[src/design/pbctl_pkg.sv]
// Constants, types and helpers shared by the push-button power controller
// Behaviour
// RQ1 - Long push needs both buttons held for extra delay ending at cap threshold
// RQ2 - Without delay capacitor, long push is recognised right after minimum interrupt time
// RQ3 - Power enable only if supply stays above upper threshold for whole debounce
// RQ4 - Short press raises interrupt; long two-button push pulses reset or drops enable
// RQ5 - Supply-low output asserted below upper threshold at power-up, on undervoltage later
// RQ6 - Supply-low output released in standby
// RQ7 - Button state low during debounce, then at least minimum interrupt time, then follows button
// RQ8 - Button state ignores presses during undervoltage
// RQ9 - Fixed-window variant: button state answers only first startup press until window ends
// RQ10 - Enable asserted after press held for debounce with supply above upper threshold
// RQ11 - At startup enable drops on release without hold, or window expiry without hold
// RQ12 - In normal operation enable drops when hold input goes low
// RQ13 - Enable drops when undervoltage lasts debounce plus minimum interrupt plus extra delay
// RQ14 - Drop option drops enable on long push; reset option needs hold within window
// RQ15 - Polarity option inverts enable output; enable output is push-pull
// RQ16 - At startup after qualified press reset is driven low for recovery time
// RQ17 - Reset option drives reset low for recovery time after long push
// RQ18 - Normal operation with hold high: interrupt low when supply below lower threshold
// RQ19 - Normal operation: interrupt low after qualified press, held while button pressed
// RQ20 - Interrupt stays high throughout power-up
// RQ21 - Each interrupt pulse lasts at least the minimum interrupt time
// RQ22 - Outside party drives power button only by pulling it to ground
// RQ23 - In standby only a falling edge of the power button is watched
// RQ24 - Supply dip during startup debounce clears the count, restarting when supply returns
// RQ25 - Hold-required variant samples hold at window expiry when button still pressed
// RQ26 - All timing on one clock; comparator results enter through synchronisers
package pbctl_pkg;

  // Clock rate in MHz and times in microseconds
  localparam int unsigned CLK_MHZ               = 100;
  localparam int unsigned PRESS_QUALIFY_TIME_US = 32000;
  localparam int unsigned INT_MIN_TIME_US       = 32000;
  localparam int unsigned RESET_PULSE_TIME_US   = 210000;
  localparam int unsigned CONFIRM_WINDOW_US     = 2000000;

  // Counter width for every interval
  localparam int unsigned CNT_W = 32;
  typedef logic [CNT_W-1:0] cnt_t;

  // Synchroniser lanes and their idle values (buttons released, hold low)
  localparam int unsigned SYN_N    = 7;
  localparam int unsigned SYN_BTN  = 0;
  localparam int unsigned SYN_SEC  = 1;
  localparam int unsigned SYN_UP   = 2;
  localparam int unsigned SYN_LO   = 3;
  localparam int unsigned SYN_FIT  = 4;
  localparam int unsigned SYN_HIT  = 5;
  localparam int unsigned SYN_HOLD = 6;
  localparam logic [SYN_N-1:0] SYN_IDLE = 7'h03;

  // Open-drain output: level as a push-pull pin would show it, and pull-down enable
  typedef struct packed {
    logic drive_n;
    logic oe;
  } od_pin_t;

  typedef enum {ST_STANDBY, ST_QUALIFY, ST_STARTUP, ST_RUN, ST_RECONFIRM} pwr_state_t;

  // Microseconds to clock cycles; exact at an integer MHz rate
  function automatic cnt_t us_to_cycles(input int unsigned us);
    return cnt_t'(us * CLK_MHZ);
  endfunction

  // Saturating step helpers for the interval counters
  function automatic cnt_t inc_sat(input cnt_t c);
    return (c == {CNT_W{1'b1}}) ? c : cnt_t'(c + cnt_t'(1));
  endfunction

  function automatic cnt_t dec_sat(input cnt_t c);
    return (c == cnt_t'(0)) ? c : cnt_t'(c - cnt_t'(1));
  endfunction

endpackage

[src/design/pushbutton_power_controller.sv]
// Push-button power sequencer: qualifies buttons and supply, drives enable, reset, interrupt, status
`timescale 1ns/1ps
module pushbutton_power_controller #(
  parameter bit              HOLD_REQUIRED   = 1'b1, // 1: button held until hold confirm; 0: fixed window
  parameter bit              LONG_PUSH_RESET = 1'b1, // 1: long push pulses reset; 0: drops enable
  parameter bit              EN_ACTIVE_LOW   = 1'b0, // Polarity option of the enable output
  parameter pbctl_pkg::cnt_t DEB_CYC = pbctl_pkg::us_to_cycles(pbctl_pkg::PRESS_QUALIFY_TIME_US),
  parameter pbctl_pkg::cnt_t INT_CYC = pbctl_pkg::us_to_cycles(pbctl_pkg::INT_MIN_TIME_US),
  parameter pbctl_pkg::cnt_t REC_CYC = pbctl_pkg::us_to_cycles(pbctl_pkg::RESET_PULSE_TIME_US),
  parameter pbctl_pkg::cnt_t WIN_CYC = pbctl_pkg::us_to_cycles(pbctl_pkg::CONFIRM_WINDOW_US)
) (
  // Clock and reset
  input  wire logic          clk,
  input  wire logic          rstn,
  // Buttons, comparators and hold confirm (asynchronous)
  input  wire logic          power_button_n,
  input  wire logic          second_button_n,
  input  wire logic          supply_above_upper,
  input  wire logic          supply_above_lower,
  input  wire logic          long_push_delay_cap_fitted,
  input  wire logic          delay_cap_threshold_hit,
  input  wire logic          hold_confirm_in,
  // Push-pull outputs
  output logic               enable_out,
  output logic               delay_cap_charge_current_en,
  // Open-drain outputs
  output pbctl_pkg::od_pin_t reset_n,
  output pbctl_pkg::od_pin_t int_n,
  output pbctl_pkg::od_pin_t supply_low_n,
  output pbctl_pkg::od_pin_t button_state_n
);
  import pbctl_pkg::*;

  localparam cnt_t LP_BASE = cnt_t'(DEB_CYC + INT_CYC);

  // Two-flop synchronisers; only sync_q is read by logic
  logic [SYN_N-1:0] meta_q;
  logic [SYN_N-1:0] sync_q;
  logic             btn_prev_q;
  always_ff @(posedge clk or negedge rstn) begin
    if (!rstn) begin
      meta_q    <= SYN_IDLE;
      sync_q    <= SYN_IDLE;
      btn_prev_q <= 1'b1;
    end else begin
      meta_q    <= {hold_confirm_in, delay_cap_threshold_hit, long_push_delay_cap_fitted,
                    supply_above_lower, supply_above_upper, second_button_n, power_button_n}; // [RQ26]
      sync_q    <= meta_q;
      btn_prev_q <= sync_q[SYN_BTN];
    end
  end

  // Decoded inputs
  wire btn_dn  = !sync_q[SYN_BTN];
  wire both_dn = btn_dn && !sync_q[SYN_SEC];
  wire up_ok   = sync_q[SYN_UP];
  wire uv      = !sync_q[SYN_LO];
  wire cap_fit = sync_q[SYN_FIT];
  wire cap_hit = sync_q[SYN_HIT];
  wire hold    = sync_q[SYN_HOLD];
  wire btn_fall = btn_prev_q && btn_dn;

  // State and counters
  pwr_state_t state_q, state_d;
  cnt_t       tmr_q, tmr_d;
  cnt_t       press_q, press_d;
  cnt_t       lp_q, lp_d;
  cnt_t       uv_q, uv_d;
  cnt_t       int_cnt_q, int_cnt_d;
  cnt_t       bs_cnt_q, bs_cnt_d;
  cnt_t       rst_cnt_q, rst_cnt_d;
  logic       lp_done_q;
  logic       seen_rel_q;

  // Phase decode
  wire in_run     = (state_q == ST_RUN);
  wire in_powerup = (state_q == ST_QUALIFY) || (state_q == ST_STARTUP);
  wire en_act     = (state_q == ST_STARTUP) || in_run || (state_q == ST_RECONFIRM);

  // Startup debounce only advances while the supply is good and the button is down
  wire qual_done = (state_q == ST_QUALIFY) && btn_dn && up_ok
                   && (tmr_q >= cnt_t'(DEB_CYC - cnt_t'(1))); // [RQ3] [RQ10]
  wire win_done  = (tmr_q >= cnt_t'(WIN_CYC - cnt_t'(1)));

  // Extra long-push delay: the external capacitor charges once the base time has run;
  // without a capacitor the delay is zero
  wire  lp_base   = both_dn && (lp_q >= LP_BASE);
  wire  uv_base   = (uv_q >= LP_BASE);
  wire  cap_ready = !cap_fit || cap_hit;                      // [RQ2]
  wire  long_push = in_run && lp_base && cap_ready && !lp_done_q; // [RQ1] [RQ4]
  wire  uv_drop   = in_run && uv_base && cap_ready;           // [RQ13]
  wire  charge_d  = cap_fit && in_run && (lp_base || uv_base);

  // Next state
  always_comb begin
    state_d = state_q;
    case (state_q)
      ST_STANDBY: begin
        if (btn_fall) state_d = ST_QUALIFY; // [RQ23]
      end
      ST_QUALIFY: begin
        if (!btn_dn) state_d = ST_STANDBY;
        else if (qual_done) state_d = ST_STARTUP; // [RQ10]
      end
      ST_STARTUP: begin
        if (win_done || (HOLD_REQUIRED && !btn_dn)) state_d = hold ? ST_RUN : ST_STANDBY; // [RQ11] [RQ25]
      end
      ST_RUN: begin
        if (!hold || uv_drop) state_d = ST_STANDBY; // [RQ12] [RQ13]
        else if (long_push) state_d = LONG_PUSH_RESET ? ST_RECONFIRM : ST_STANDBY; // [RQ14]
      end
      ST_RECONFIRM: begin
        if (hold && (rst_cnt_q == cnt_t'(0))) state_d = ST_RUN;
        else if (win_done) state_d = ST_STANDBY; // [RQ14]
      end
      default: state_d = ST_STANDBY;
    endcase
  end

  // State timer: startup debounce, then confirmation window; cleared on a supply dip during debounce
  assign tmr_d = (state_d != state_q) ? cnt_t'(0) :
                 ((state_q == ST_QUALIFY) && !up_ok) ? cnt_t'(0) : inc_sat(tmr_q); // [RQ24]

  // Press, long-push and undervoltage duration counters
  assign press_d = btn_dn ? inc_sat(press_q) : cnt_t'(0);
  assign lp_d    = (both_dn && in_run) ? inc_sat(lp_q) : cnt_t'(0);
  assign uv_d    = (uv && in_run) ? inc_sat(uv_q) : cnt_t'(0);

  // Interrupt: cause sampled only in normal operation with hold high; pulse stretched to minimum
  wire btn_qual = btn_dn && (press_q >= DEB_CYC);
  wire int_req  = in_run && hold && (uv || btn_qual); // [RQ18] [RQ19]
  assign int_cnt_d = in_powerup ? cnt_t'(0) :
                     (int_req && !int_n.oe) ? cnt_t'(INT_CYC - cnt_t'(1)) : dec_sat(int_cnt_q); // [RQ21]
  wire int_act = !in_powerup && (int_req || (int_cnt_q != cnt_t'(0))); // [RQ20]

  // Button state: follows the press during debounce, then held low at least the minimum time.
  // The fixed-window variant ignores every press after the first release until the window ends.
  wire bs_resp = (state_q != ST_STANDBY) && !uv                              // [RQ8]
                 && !(!HOLD_REQUIRED && (state_q == ST_STARTUP) && seen_rel_q); // [RQ9]
  wire bs_qual = bs_resp && btn_dn && (press_q == cnt_t'(DEB_CYC - cnt_t'(1)));
  assign bs_cnt_d = bs_qual ? INT_CYC : dec_sat(bs_cnt_q); // [RQ7]
  wire bs_act = (bs_resp && btn_dn) || (bs_cnt_q != cnt_t'(0)); // [RQ7]

  // Reset pulse on power-up and, with the reset option, on long push
  wire rst_start = ((state_q == ST_QUALIFY) && (state_d == ST_STARTUP)) // [RQ16]
                   || (LONG_PUSH_RESET && long_push && (state_d == ST_RECONFIRM)); // [RQ17]
  assign rst_cnt_d = rst_start ? REC_CYC : dec_sat(rst_cnt_q);

  // Supply-low: upper threshold during power-up, undervoltage afterwards, released in standby
  wire sl_drive = (state_q != ST_STANDBY); // [RQ6]
  wire sl_act   = in_powerup ? !up_ok : uv; // [RQ5]

  // Registers of state and counters
  always_ff @(posedge clk or negedge rstn) begin
    if (!rstn) begin
      state_q   <= ST_STANDBY;
      tmr_q     <= '0;
      press_q   <= '0;
      lp_q      <= '0;
      uv_q      <= '0;
      int_cnt_q <= '0;
      bs_cnt_q  <= '0;
      rst_cnt_q <= '0;
    end else begin
      state_q   <= state_d;
      tmr_q     <= tmr_d;
      press_q   <= press_d;
      lp_q      <= lp_d;
      uv_q      <= uv_d;
      int_cnt_q <= int_cnt_d;
      bs_cnt_q  <= bs_cnt_d;
      rst_cnt_q <= rst_cnt_d;
    end
  end

  // One long push per hold of the buttons; first-release memory of the startup window
  always_ff @(posedge clk or negedge rstn) begin
    if (!rstn) begin
      lp_done_q  <= 1'b0;
      seen_rel_q <= 1'b0;
    end else begin
      lp_done_q  <= both_dn && (lp_done_q || long_push);
      seen_rel_q <= (state_q == ST_STARTUP) && (seen_rel_q || !btn_dn);
    end
  end

  // Output flops; the enable is push-pull and inverted by the polarity option
  always_ff @(posedge clk or negedge rstn) begin
    if (!rstn) begin
      enable_out                  <= EN_ACTIVE_LOW;
      delay_cap_charge_current_en <= 1'b0;
      reset_n                     <= '{drive_n: 1'b1, oe: 1'b0};
      int_n                       <= '{drive_n: 1'b1, oe: 1'b0};
      supply_low_n                <= '{drive_n: 1'b1, oe: 1'b0};
      button_state_n              <= '{drive_n: 1'b1, oe: 1'b0};
    end else begin
      enable_out                  <= en_act ^ EN_ACTIVE_LOW; // [RQ15]
      delay_cap_charge_current_en <= charge_d;
      reset_n                     <= '{drive_n: rst_cnt_q == cnt_t'(0), oe: rst_cnt_q != cnt_t'(0)};
      int_n                       <= '{drive_n: !int_act, oe: int_act};
      supply_low_n                <= '{drive_n: !(sl_drive && sl_act), oe: sl_drive && sl_act};
      button_state_n              <= '{drive_n: !bs_act, oe: bs_act};
    end
  end

  // Helper lengths of the reset and interrupt pulses, read only by the checks below
  cnt_t rst_len_q;
  cnt_t int_len_q;
  always_ff @(posedge clk or negedge rstn) begin
    if (!rstn) begin
      rst_len_q <= '0;
      int_len_q <= '0;
    end else begin
      rst_len_q <= reset_n.oe ? inc_sat(rst_len_q) : cnt_t'(0);
      int_len_q <= int_n.oe ? inc_sat(int_len_q) : cnt_t'(0);
    end
  end
endmodule // pushbutton_power_controller

[config.mk]
export PLATFORM = sky130hd
export DESIGN_NAME = pushbutton_power_controller
export DESIGN_NICKNAME = d
export VERILOG_FILES = /design/src/design/pbctl_pkg.sv /design/src/design/pushbutton_power_controller.sv
export SDC_FILE = /design/constraint.sdc
export NUM_CORES = 1
export LEC_CHECK = 0
export BUFFER_PORTS_ARGS = -buffer_cell sky130_fd_sc_hd__buf_2
export CAP_MARGIN = 10
export CELL_PAD_IN_SITES_DETAIL_PLACEMENT = 1
export CELL_PAD_IN_SITES_GLOBAL_PLACEMENT = 2
export CORE_ASPECT_RATIO = 1.5
export CORE_MARGIN = 2
export CORE_UTILIZATION = 40
export DETAILED_ROUTE_END_ITERATION = 10
export PLACE_DENSITY_LB_ADDON = 0.1
export SETUP_SLACK_MARGIN = 0.15
export SLEW_MARGIN = 20
export SYNTH_ARGS = -nofsm -noshare
export SYNTH_HDL_FRONTEND = slang
export SYNTH_SLANG_ARGS = --single-unit
[constraint.sdc]
create_clock -name clk -period 6.5 [get_ports clk]
set_input_delay 0.65 -clock clk [delete_from_list [all_inputs] [get_ports clk]]
set_output_delay 0.65 -clock clk [all_outputs]
set_load 0.02 [all_outputs]
Word level (Yosys, flattened, before mapping) --
Index checks and enable logic that the tools add are counted.
Storage, ports and cells: output and inout bits 10, register bits after elaboration 282, bits of input ports 9
Cells by class: muxes and demuxes 27, reductions and logical operators 61, $add $sub $neg 7, eq/ne operators 23, $lt $le $gt $ge 5
Operator list (count):
- $mux W32 | 24
- $pmux W32 S5 | 1
- $add A32 B1 Y32 const B | 4
- $eq A32 B3 Y1 const B | 4
- $eq A32 B32 Y1 const B | 4
- $logic_not A32 Y1 | 4
- $reduce_bool A32 Y1 | 4
- $eq A32 B2 Y1 const B | 3
- $sub A32 B1 Y32 const B | 3
- $eq A32 B4 Y1 const B | 2
- $ge A32 B22 Y1 const B | 2
- $ge A32 B23 Y1 const B | 2
- $eq A32 B1 Y1 const B | 1
- $eq A32 B22 Y1 const B | 1
- $ge A32 B28 Y1 const B | 1
- $ne A32 B32 Y1 | 1
- $logic_and A1 B1 Y1 | 29
- $logic_not A1 Y1 | 12
- $logic_or A1 B1 Y1 | 12
- $ne A2 B2 Y1 const B | 5
- $ne A3 B3 Y1 const B | 2
- $mux W2 | 1
- $mux W1 | 1

Logic depth before layout (Yosys ltp) --
Gate-level depths: netlist of run 1.
depth in word-level cells 13, gate-level depth with buffers 10, gate-level depth less buffers 9

Least setup slack after synthesis of run 1 --
Ideal clock, no wire load.
kind flip-flop to flip-flop, start point register tmr_q[29], end point register tmr_q[10], arrival time 2.635 ns, library setup time 0.121 ns, required time 6.379 ns, buffers on the path 1, clock period less this slack 2.756 ns, stages on the path, launching flop included 9, setup slack 3.744 ns, cells stage by stage dfrtp_1 > or4_4 > or4_4 > a2111oi_4 > nor3_2 > o311ai_4 > a311oi_4 > buf_6 > and4b_1
On the way: cells in the longest elaborated chain, start to end 7, elaborated cells between the ends (all ways) 14, those cells by class order compare (2); eq/ne (3); mux (7); reduce/logical (2)
Ends and longest elaborated chain:
- from (decl) | RTL line pushbutton_power_controller.sv:65 | cnt_t tmr_q, tmr_d;
- from (signal assigned) | RTL line pushbutton_power_controller.sv:166 | tmr_q <= tmr_d;
- $ge A32 B22 Y1 | RTL line pushbutton_power_controller.sv:82 | && (tmr_q >= cnt_t'(DEB_CYC - cnt_t'(1)));
- $logic_and A1 B1 Y1 | RTL line pushbutton_power_controller.sv:82
- $mux W32 | RTL line pushbutton_power_controller.sv:103 | else if (qual_done) state_d = ST_STARTUP;
- $mux W32 | RTL line pushbutton_power_controller.sv:102 | if (!btn_dn) state_d = ST_STANDBY;
- $pmux W32 S5 | RTL line pushbutton_power_controller.sv:97 | case (state_q)
- $ne A32 B32 Y1 | RTL line pushbutton_power_controller.sv:121 | assign tmr_d = (state_d != state_q) ? cnt_t'(0) :
- $ne A3 B3 Y1 (no line) / $mux W32 (equally long branches)
Parallel ways exist; a longest one is shown, timed or not. A chain may end at the register's enable or synchronous reset.

Worst setup path after layout of run 1 --
start point register state_q[24], end point register int_cnt_q[23]
On the way: cells in the longest elaborated chain, start to end 6, elaborated cells between the ends (all ways) 10, those cells by class eq/ne (4); mux (2); reduce/logical (4)
Ends and longest elaborated chain:
- from (decl) | RTL line pushbutton_power_controller.sv:64 | pwr_state_t state_q, state_d;
- from (signal assigned) | RTL line pushbutton_power_controller.sv:165 | state_q <= state_d;
- $eq A32 B3 Y1 | RTL line pushbutton_power_controller.sv:76 | wire in_run = (state_q == ST_RUN);
- $logic_and A1 B1 Y1 (2 in a row) | RTL line pushbutton_power_controller.sv:131 | wire int_req = in_run && hold && (uv || btn_qual);
- $logic_and A1 B1 Y1 | RTL line pushbutton_power_controller.sv:133 | (int_req && !int_n.oe) ? cnt_t'(INT_CYC - cnt_t'(1)) : dec_sat(int_cnt_q);
- $mux W32 | RTL line pushbutton_power_controller.sv:133
- $mux W32 | RTL line pushbutton_power_controller.sv:132 | assign int_cnt_d = in_powerup ? cnt_t'(0) :
- to (signal assigned) | RTL line pushbutton_power_controller.sv:170 | int_cnt_q <= int_cnt_d;
- to (decl) | RTL line pushbutton_power_controller.sv:69 | cnt_t int_cnt_q, int_cnt_d;
Parallel ways exist; a longest one is shown, timed or not.

==> reports/qor.yml, run 1 <==
drv_cap: 0
worstPathCellList: "nor4_1 -> nand4_1 -> nor3_2 -> nand3_1 -> a2111o_1 -> nand2_1 -> nor2_1"
antenna_cells: 0
dp_slack_ns: 3.196
areaGrowthSynthToFinish_pct: 12.63
cts.clk_slew.worst_paths_ns: 0.06
path_class: "register to register"
max_stage_delay_ns: 0.60
reg2reg_slack_ns: 3.19
grt_max_degree: 153
cp.required_ns: 6.92
post-route-cell-area_um2: 16040
finalSetupTns_ns: 0
die_area_um2: 37170
core_um2: 35100
grt_pass1_vias: 11990
die_w_um: 158.1
crit_end: "int_cnt_q[23]$_DFFE_PN0P_"
place_hpwl_mm: 22.79
critPathMaxFanout: 17
postSynthAreaPerCell_um2: 9.657
cpMaxStageDelayCell: "a2111o_1"
fin_ws_ns: 3.195
fin_crit_ns: 3.305
finalSetupViolCount: 0
synth_edf_count: 0
drtPass1Iterations: 6
initial_core_util_pct: 40.58
crit_cells: 7
arrival_ns: 3.73
period_share_pct: 50.85
p_leak_nw: 7.077
cts_sinks: 282
synthFlopType: "dfrtp_1"
vdd_drop_max_mv: 0.2045
cts_resized: 0
synth_cell_types: 74
slew_viol_final: 0
rsz0062_at_grt: "no"
track_usage_pct: 19.20
drive_above_1_share_pct: 8.052
overflow: 0
insertion_delay_ns: 0.59
tightest_slew_ns: 0.9720
ys_ff_latch: 282
max_freq_mhz: 302.5
numCtsBuffers: 31
cts_buffer_depth: 3
wire_per_inst_um: 16.96
row_count: 84
start_kind: "register"
status: "finished clean"
crit_family: "simple AND/OR/NAND/NOR gates"
netlist_area_um2: 14240
r2r_end: "int_cnt_q[23]$_DFFE_PN0P_"
cts_setup_buffers: 0
gp_congestion: 0.7905
drt_first_iter_violations: 400
htree_levels: 1
clock_skew_ns: 0.02356
cp-end-kind: "register"
dpl_cell_area_um2: 14880
wirelength_mm: 34.13
hp-class: "primary input to async pin"
nNetsFinal: 1534
portBuffers: 18
hold_buffers: 0
grt_pass1_wl_mm: 59.31
synth_warnings: 0
drc: 0
reg2regPathDepth: 7
startpoint: "state_q[24]$_DFF_PN0_"
seq_area_frac_synth_pct: 49.62
io_pins: 19
power_density_nw_per_um2: 239.5
antenna_found_initial: 0
via_per_inst: 5.358
r2r-start: "state_q[24]$_DFF_PN0_"
vias: 10790
slew_headroom_pct: 34.70
antenna_left: 0
cts-root-buf: "clkbuf_16"
hold_violations: 0
synthArstFlopShare_pct: 100.0
tritoncts: "yes"
die_h_um: 235.1
crit_buf_inv: 0
syn_inst: 1475
cell type report:
type / count / area [um^2]
fill: 4017 / 19060
sequential: 282 / 7068
multi-input combinational: 1133 / 6882
clock buffer: 41 / 863.3
tap: 473 / 591.8
clock inverter: 17 / 304.0
timing repair buffer: 28 / 187.7
inverter: 39 / 146.4
where the power goes:
part	internal, W	switching [W]
registers	0.00177	0.00000813
logic	0.00000959	0.0000490
clock network	0.00125	0.000751
worst register-to-register path: stages, from the launching register on:
cell and delay, ns:
dfrtp_1 0.36, nor4_1 0.33, nand4_1 0.31, nor3_2 0.50, nand3_1 0.31, a2111o_1 0.60
nand2_1 0.60, nor2_1 0.13
metrics by stage:
step           cells  util (%)  hold WS, ns  total power [W]
2_1_floorplan   1503         -       0.3312         0.001826
3_3_place_gp    1954     42.33       0.3430         0.001875
3_5_place_dp    1955     42.38       0.3425         0.001877
4_1_cts         2013     45.70      0.03863         0.003907
5_1_grt         2013     45.70      0.03473         0.003987
6_report        2013     45.70      0.02548         0.003843
cell families (layout without fill, tap and decap cells):
| logic type | after synthesis | after routing | synth area share [%] |
|---|---|---|---|
| AND/OR/NAND/NOR | 776 | 776 | 28.52 |
| adder cells (fa/ha/maj) | 10 | 10 | 0.8784 |
| multiplexers | 6 | 6 | 0.4217 |
| flip-flops | 282 | 282 | 49.62 |
| other | 1 | 29 | 0.02633 |
| AO/OA/AOI/OAI | 127 | 127 | 6.219 |
| buffers and inverters | 88 | 125 | 2.934 |
| XOR/XNOR | 185 | 185 | 11.38 |
sequential cells by signal (all words and copies together) (netlist names), 7 cells and up:
name       count
rst_cnt_q     32
bs_cnt_q      32
int_cnt_q     32
uv_q          32
lp_q          32
state_q       32
press_q       32
sync_q         7
tmr_q         32
meta_q         7
Yosys cell counts (all sizes together) (6+ instances only):
library cell	n	area share (%)
a211oi	6	0.32
a21oi	36	1.3
a31oi	7	0.31
and2	13	0.58
and3	17	0.75
and4	15	0.95
and4b	34	2.4
buf	15	0.83
clkbuf	31	0.87
dfrtp	273	48
dfstp	9	1.7
ha	10	0.88
inv	39	1.0
mux2i	6	0.42
nand2	104	2.7
nand3	57	2.0
nand4	48	2.1
nor2	257	6.8
nor3	83	3.0
nor3b	8	0.42
nor4	50	2.3
o211ai	6	0.32
o21ai	33	1.2
or2	8	0.35
or3	37	1.6
or4	22	1.2
xnor2	128	7.9
xor2	57	3.5
metal layers:
| layer | wire, um | GRT usage (%) |
|---|---|---|
| met5 | 0 | 0 |
| met4 | 702 | 5.132 |
| met3 | 836 | 2.393 |
| met2 | 18120 | 36.05 |
| met1 | 14480 | 22.67 |
how the worst min path moves through the flow:
stage | to | slack (ns) | cells past startpoint
final | bs_cnt_q[28]$_DFFE_PN0P_ | 0.03 | 1
after global routing | bs_cnt_q[28]$_DFFE_PN0P_ | 0.03 | 1
after CTS | bs_cnt_q[28]$_DFFE_PN0P_ | 0.04 | 1
after detailed placement | sync_q[3]$_DFF_PN0_ | 0.34 | 0
after global placement | sync_q[3]$_DFF_PN0_ | 0.34 | 0
after floorplan | sync_q[2]$_DFF_PN0_ | 0.33 | 0
layout by cell type (no fill, tap or decap), types with 7 or more instances in the layout:
| master | Yosys | routed |
|---|---|---|
| a21oi_1 | 36 | 36 |
| a31oi_1 | 7 | 7 |
| and2_1 | 12 | 12 |
| and3_1 | 17 | 17 |
| and4_1 | 12 | 12 |
| and4b_1 | 34 | 34 |
| buf_2 | 7 | 17 |
| buf_4 | 0 | 9 |
| bufinv_16 | 0 | 8 |
| clkbuf_16 | 0 | 31 |
| conb_1 | 1 | 29 |
| dfrtp_1 | 273 | 273 |
| dfstp_2 | 9 | 9 |
| ha_1 | 10 | 10 |
| inv_1 | 39 | 39 |
| nand2_1 | 104 | 104 |
| nand3_1 | 57 | 57 |
| nand4_1 | 48 | 48 |
| nor2_1 | 257 | 257 |
| nor3_1 | 80 | 79 |
| nor3b_1 | 8 | 8 |
| nor4_1 | 49 | 48 |
| o21ai_0 | 31 | 30 |
| or2_2 | 8 | 8 |
| or3_1 | 36 | 36 |
| or4_1 | 18 | 18 |
| xnor2_1 | 128 | 128 |
| xor2_1 | 57 | 57 |
Power figures use the tool's default switching activity.
==> run 2, diff against run 1 <==
Clock period 6.5 ns to 3.33 ns, I/O delays scaled along.
==> reports/qor.yml, run 2 (synthesized netlist as in run 1, its figures left out) <==
cts_resized: 0
areaGrowthSynthToFinish_pct: 15.40
max_freq_mhz: 328.6
startpoint: "rst_cnt_q[13]$_DFFE_PN0P_"
final_util_pct: 46.82
p_leak_nw: 7.321
power_density_nw_per_um2: 449.8
hold_start: "meta_q[2]$_DFF_PN0_"
regArea_um2: 7068
clkPwrFrac_pct: 51.2
via_per_inst: 5.386
drtPass1Iterations: 4
antenna_cells: 0
seqPwrFrac_pct: 47.1
cts-root-buf: "clkbuf_16"
hold_violations: 0
gp_congestion: 0.7865
critPathMaxFanout: 33
slew_headroom_pct: 48.79
tritoncts: "yes"
fin_crit_ns: 3.043
arrival_ns: 3.51
path_class: "register to register"
cts.clk_slew.worst_paths_ns: 0.06
period_share_pct: 91.39
drive_above_1_share_pct: 10.38
status: "finished clean"
insertion_delay_ns: 0.58
combPwrFrac_pct: 1.8
tightest_slew_ns: 0.7653
finalSetupTns_ns: 0
vias: 11110
place_hpwl_mm: 24.05
grt_pass1_vias: 12120
multiInputGateArea_um2: 6882
start_kind: "register"
drv_cap: 0
r2r-start: "rst_cnt_q[13]$_DFFE_PN0P_"
nNetsFinal: 1585
drc: 0
power.internal_w: 0.005844
overflow: 0
switching_power_w: 0.001549
portBuffers: 18
die_w_um: 158.1
clock_skew_ns: 0.01567
wire_per_inst_um: 17.00
sw_frac_of_total_pct: 20.95
reg2reg_slack_ns: 0.29
final_common_cell: "dfrtp_1"
row_count: 84
io_pins: 19
final_cell_mix: "dfrtp_1 (273), nor2_1 (257), xnor2_1 (128)"
cp.required_ns: 3.79
grt_max_degree: 97
antenna_left: 0
rsz0062_at_grt: "yes"
vdd_drop_max_mv: 0.3412
cp-end-kind: "register"
fillCellCount: 4005
die_area_um2: 37170
die_h_um: 235.1
cts_buffer_depth: 3
htree_levels: 1
initial_core_util_pct: 40.58
track_usage_pct: 19.66
antenna_found_initial: 0
hp-class: "register to register"
core_um2: 35100
finalSetupViolCount: 0
numCtsBuffers: 30
slew_viol_final: 0
drt_first_iter_violations: 517
cts_sinks: 282
grt_pass1_wl_mm: 60.42
wirelength_mm: 35.07
run 2: worst max-delay path, stage by stage, from the launching register on:
cell and delay [ns]:
dfrtp_1 0.42, or4_1 0.61, or4b_4 0.54, nor4_4 0.41, and3_1 0.23, o21a_4 0.40
nor3b_1 0.11, and4b_1 0.20
run 2: repair_timing:
| action | 4_1_cts | 5_1_grt |
|---|---|---|
| buffers inserted | 0 | 4 |
| hold endpoints to repair | 92 | 0 |
| setup endpoints to repair | 0 | 32 |
| hold buffers | 8 | 0 |
run 2: per-layer routing:
layer	part of all wire, %	track usage [%]	vias up
li1	-	-	5326
met1	41	23.50	5624
met2	54	36.47	96
met3	2.2	2.209	66
met4	2.7	5.897	0
met5	0	0	-
run 2: power groups by stage:
stage / sequential, W / combinational (W) / clock, W
after global routing: 0.00348 / 0.000154 / 0.00403
after global placement: 0.00354 / 0.000127 / 0
final: 0.00348 / 0.000131 / 0.00378
after CTS: 0.00348 / 0.000137 / 0.00392
after floorplan: 0.00354 / 0.0000256 / 0
after detailed placement: 0.00354 / 0.000130 / 0
run 2: final timing paths:
path                                       endpoint  depth (start not counted)
max                           tmr_q[23]$_DFFE_PN0P_                          7
min                             sync_q[2]$_DFF_PN0_                          0
max reg2reg                   tmr_q[23]$_DFFE_PN0P_                          7
min reg2reg                     sync_q[2]$_DFF_PN0_                          0
max in group asynchronous       meta_q[1]$_DFF_PN1_                          3
min in group asynchronous  bs_cnt_q[27]$_DFFE_PN0P_                          2
run 2: cell type report:
type / count / area share, %
Clock buffer: 42 / 5.275
Multi-Input combinational cell: 1133 / 41.87
Clock inverter: 14 / 1.530
Tap cell: 473 / 3.601
Inverter: 39 / 0.8906
Timing Repair Buffer: 80 / 3.836
Sequential cell: 282 / 43.00
run 2: metrics by stage:
stage | setup WS, ns | power (W) | hold slack [ns] | cell area, um^2 | cells
2_1_floorplan | 0.5739 | 0.003565 | 0.03741 | 14350 | 1503
6_report | 0.2867 | 0.007394 | 0.3471 | 16440 | 2063
5_1_grt | 0.1269 | 0.007663 | 0.3561 | 16440 | 2063
4_1_cts | 0.2245 | 0.007535 | 0.3482 | 16410 | 2059
3_5_place_dp | 0.2373 | 0.003672 | 0.3355 | 15210 | 1995
3_3_place_gp | 0.05248 | 0.003669 | 0.3341 | 15190 | 1994
==> run 3, diff against run 2 <==
Settings changed: CORE_MARGIN 2 to 3.
==> reports/qor.yml, run 3 (synthesized netlist as in run 1, its figures left out) <==
status: "finished clean"
place_hpwl_mm: 23.88
path_class: "register to register"
cts_buffer_depth: 3
wire_per_inst_um: 17.09
cp.required_ns: 3.73
drv_cap: 0
fin_crit_ns: 2.951
wirelength_mm: 35.12
insertion_delay_ns: 0.56
die_area_um2: 37960
drt_first_iter_violations: 448
drive_above_1_share_pct: 10.24
row_count: 84
start_kind: "register"
sw_frac_of_total_pct: 21.61
fillCellCount: 4058
grt_max_degree: 76
drc: 0
slew_viol_final: 0
power_density_nw_per_um2: 436.2
initial_core_util_pct: 40.58
cts_sinks: 282
cp-end-kind: "register"
final_common_cell: "dfrtp_1"
antenna_found_initial: 0
slew_headroom_pct: 42.47
max_stage_delay_ns: 0.71
switching_power_w: 0.001538
nNetsFinal: 1578
cts-root-buf: "clkbuf_16"
gp_congestion: 0.7903
die_w_um: 160.1
worstPathCellList: "or4_4 -> or4_1 -> a211oi_1 -> buf_4 -> nor4_2 -> a21oi_1 -> nand2_1"
max_freq_mhz: 338.8
drtPass1Iterations: 4
p_leak_nw: 7.236
via_per_inst: 5.375
tightest_slew_ns: 0.8630
finalSetupViolCount: 0
numCtsBuffers: 29
vdd_drop_max_mv: 0.5307
combPwrFrac_pct: 1.8
tritoncts: "yes"
period_share_pct: 88.63
track_usage_pct: 18.64
final_util_pct: 46.48
cpMaxStageDelayCell: "a21oi_1"
crit_family: "simple AND/OR/NAND/NOR gates"
io_pins: 19
antenna_left: 0
antenna_cells: 0
hold_violations: 0
seqPwrFrac_pct: 48.9
core_um2: 35100
htree_levels: 1
final_cell_mix: "dfrtp_1 (272), nor2_1 (257), xnor2_1 (128)"
areaGrowthSynthToFinish_pct: 14.56
critPathMaxFanout: 9
power.internal_w: 0.005579
grt_pass1_vias: 12200
hp-class: "primary input to async pin"
arrival_ns: 3.35
overflow: 0
finalSetupTns_ns: 0
vias: 11050
grt_pass1_wl_mm: 59.93
crit_buf_inv: 1
clock_skew_ns: 0.01372
r2r-start: "tmr_q[29]$_DFFE_PN0P_"
die_h_um: 237.1
rsz0062_at_grt: "no"
cts.clk_slew.worst_paths_ns: 0.07
clkPwrFrac_pct: 49.3
startpoint: "tmr_q[29]$_DFFE_PN0P_"
portBuffers: 18
## run 3: power by group through the flow
stage | Sequential [W] | Clock, W | Combinational, W
finish | 0.00348 | 0.00351 | 0.000127
global route | 0.00348 | 0.00378 | 0.000150
CTS | 0.00348 | 0.00364 | 0.000135
detailed placement | 0.00354 | 0 | 0.000127
global placement | 0.00354 | 0 | 0.000125
floorplan | 0.00354 | 0 | 0.0000256
## run 3: final cells by class
cell class | instances | area, um^2 | area share [%]
multi-input cells | 1134 | 6904 | 42.31
clock buffers | 37 | 795.8 | 4.877
flip-flops and latches | 282 | 7069 | 43.32
well taps | 473 | 591.8 | 3.627
inverters | 39 | 146.4 | 0.8972
repair buffers | 73 | 574.3 | 3.520
clock inverters | 17 | 235.2 | 1.442
## run 3: routing by layer
layer,up-vias,GRT usage (%),share of wire [%]
met4,0,4.947,2.1
li1,5318,-,-
met3,44,1.908,2.0
met5,-,0,0
met2,74,35.90,54
met1,5610,21.89,42
## run 3: through the flow
step	instances	power [W]	setup WS (ns)	area, um^2	hold slack [ns]
floorplan	1503	0.003565	0.5739	14350	0.03741
CTS	2052	0.007255	0.1828	16270	0.3268
finish	2055	0.007117	0.3787	16320	0.3195
global route	2055	0.007409	0.1544	16320	0.3588
detailed placement	1990	0.003670	0.2034	15160	0.3371
global placement	1989	0.003666	0.01934	15150	0.3336
## run 3: worst paths after layout
| check | endpoint | cells after the start | slack [ns] |
|---|---|---|---|
| setup / recovery | rst_cnt_q[14]$_DFFE_PN0P_ | 7 | 0.38 |
| hold / removal | bs_cnt_q[22]$_DFFE_PN0P_ | 2 | 0.32 |
| setup reg to reg | rst_cnt_q[14]$_DFFE_PN0P_ | 7 | 0.38 |
| hold reg to reg | sync_q[6]$_DFF_PN0_ | 0 | 0.34 |
| max in group asynchronous | btn_prev_q$_DFF_PN1_ | 3 | 2.12 |
| min in group clk | sync_q[6]$_DFF_PN0_ | 0 | 0.34 |
## run 3: what timing repair did
action                                  4_1_cts  5_1_grt
endpoints found under the setup margin        0       42
endpoints found under the hold margin        68        0
buffers inserted                              0        2
resized for setup                             0        5
hold buffers                                  8        0
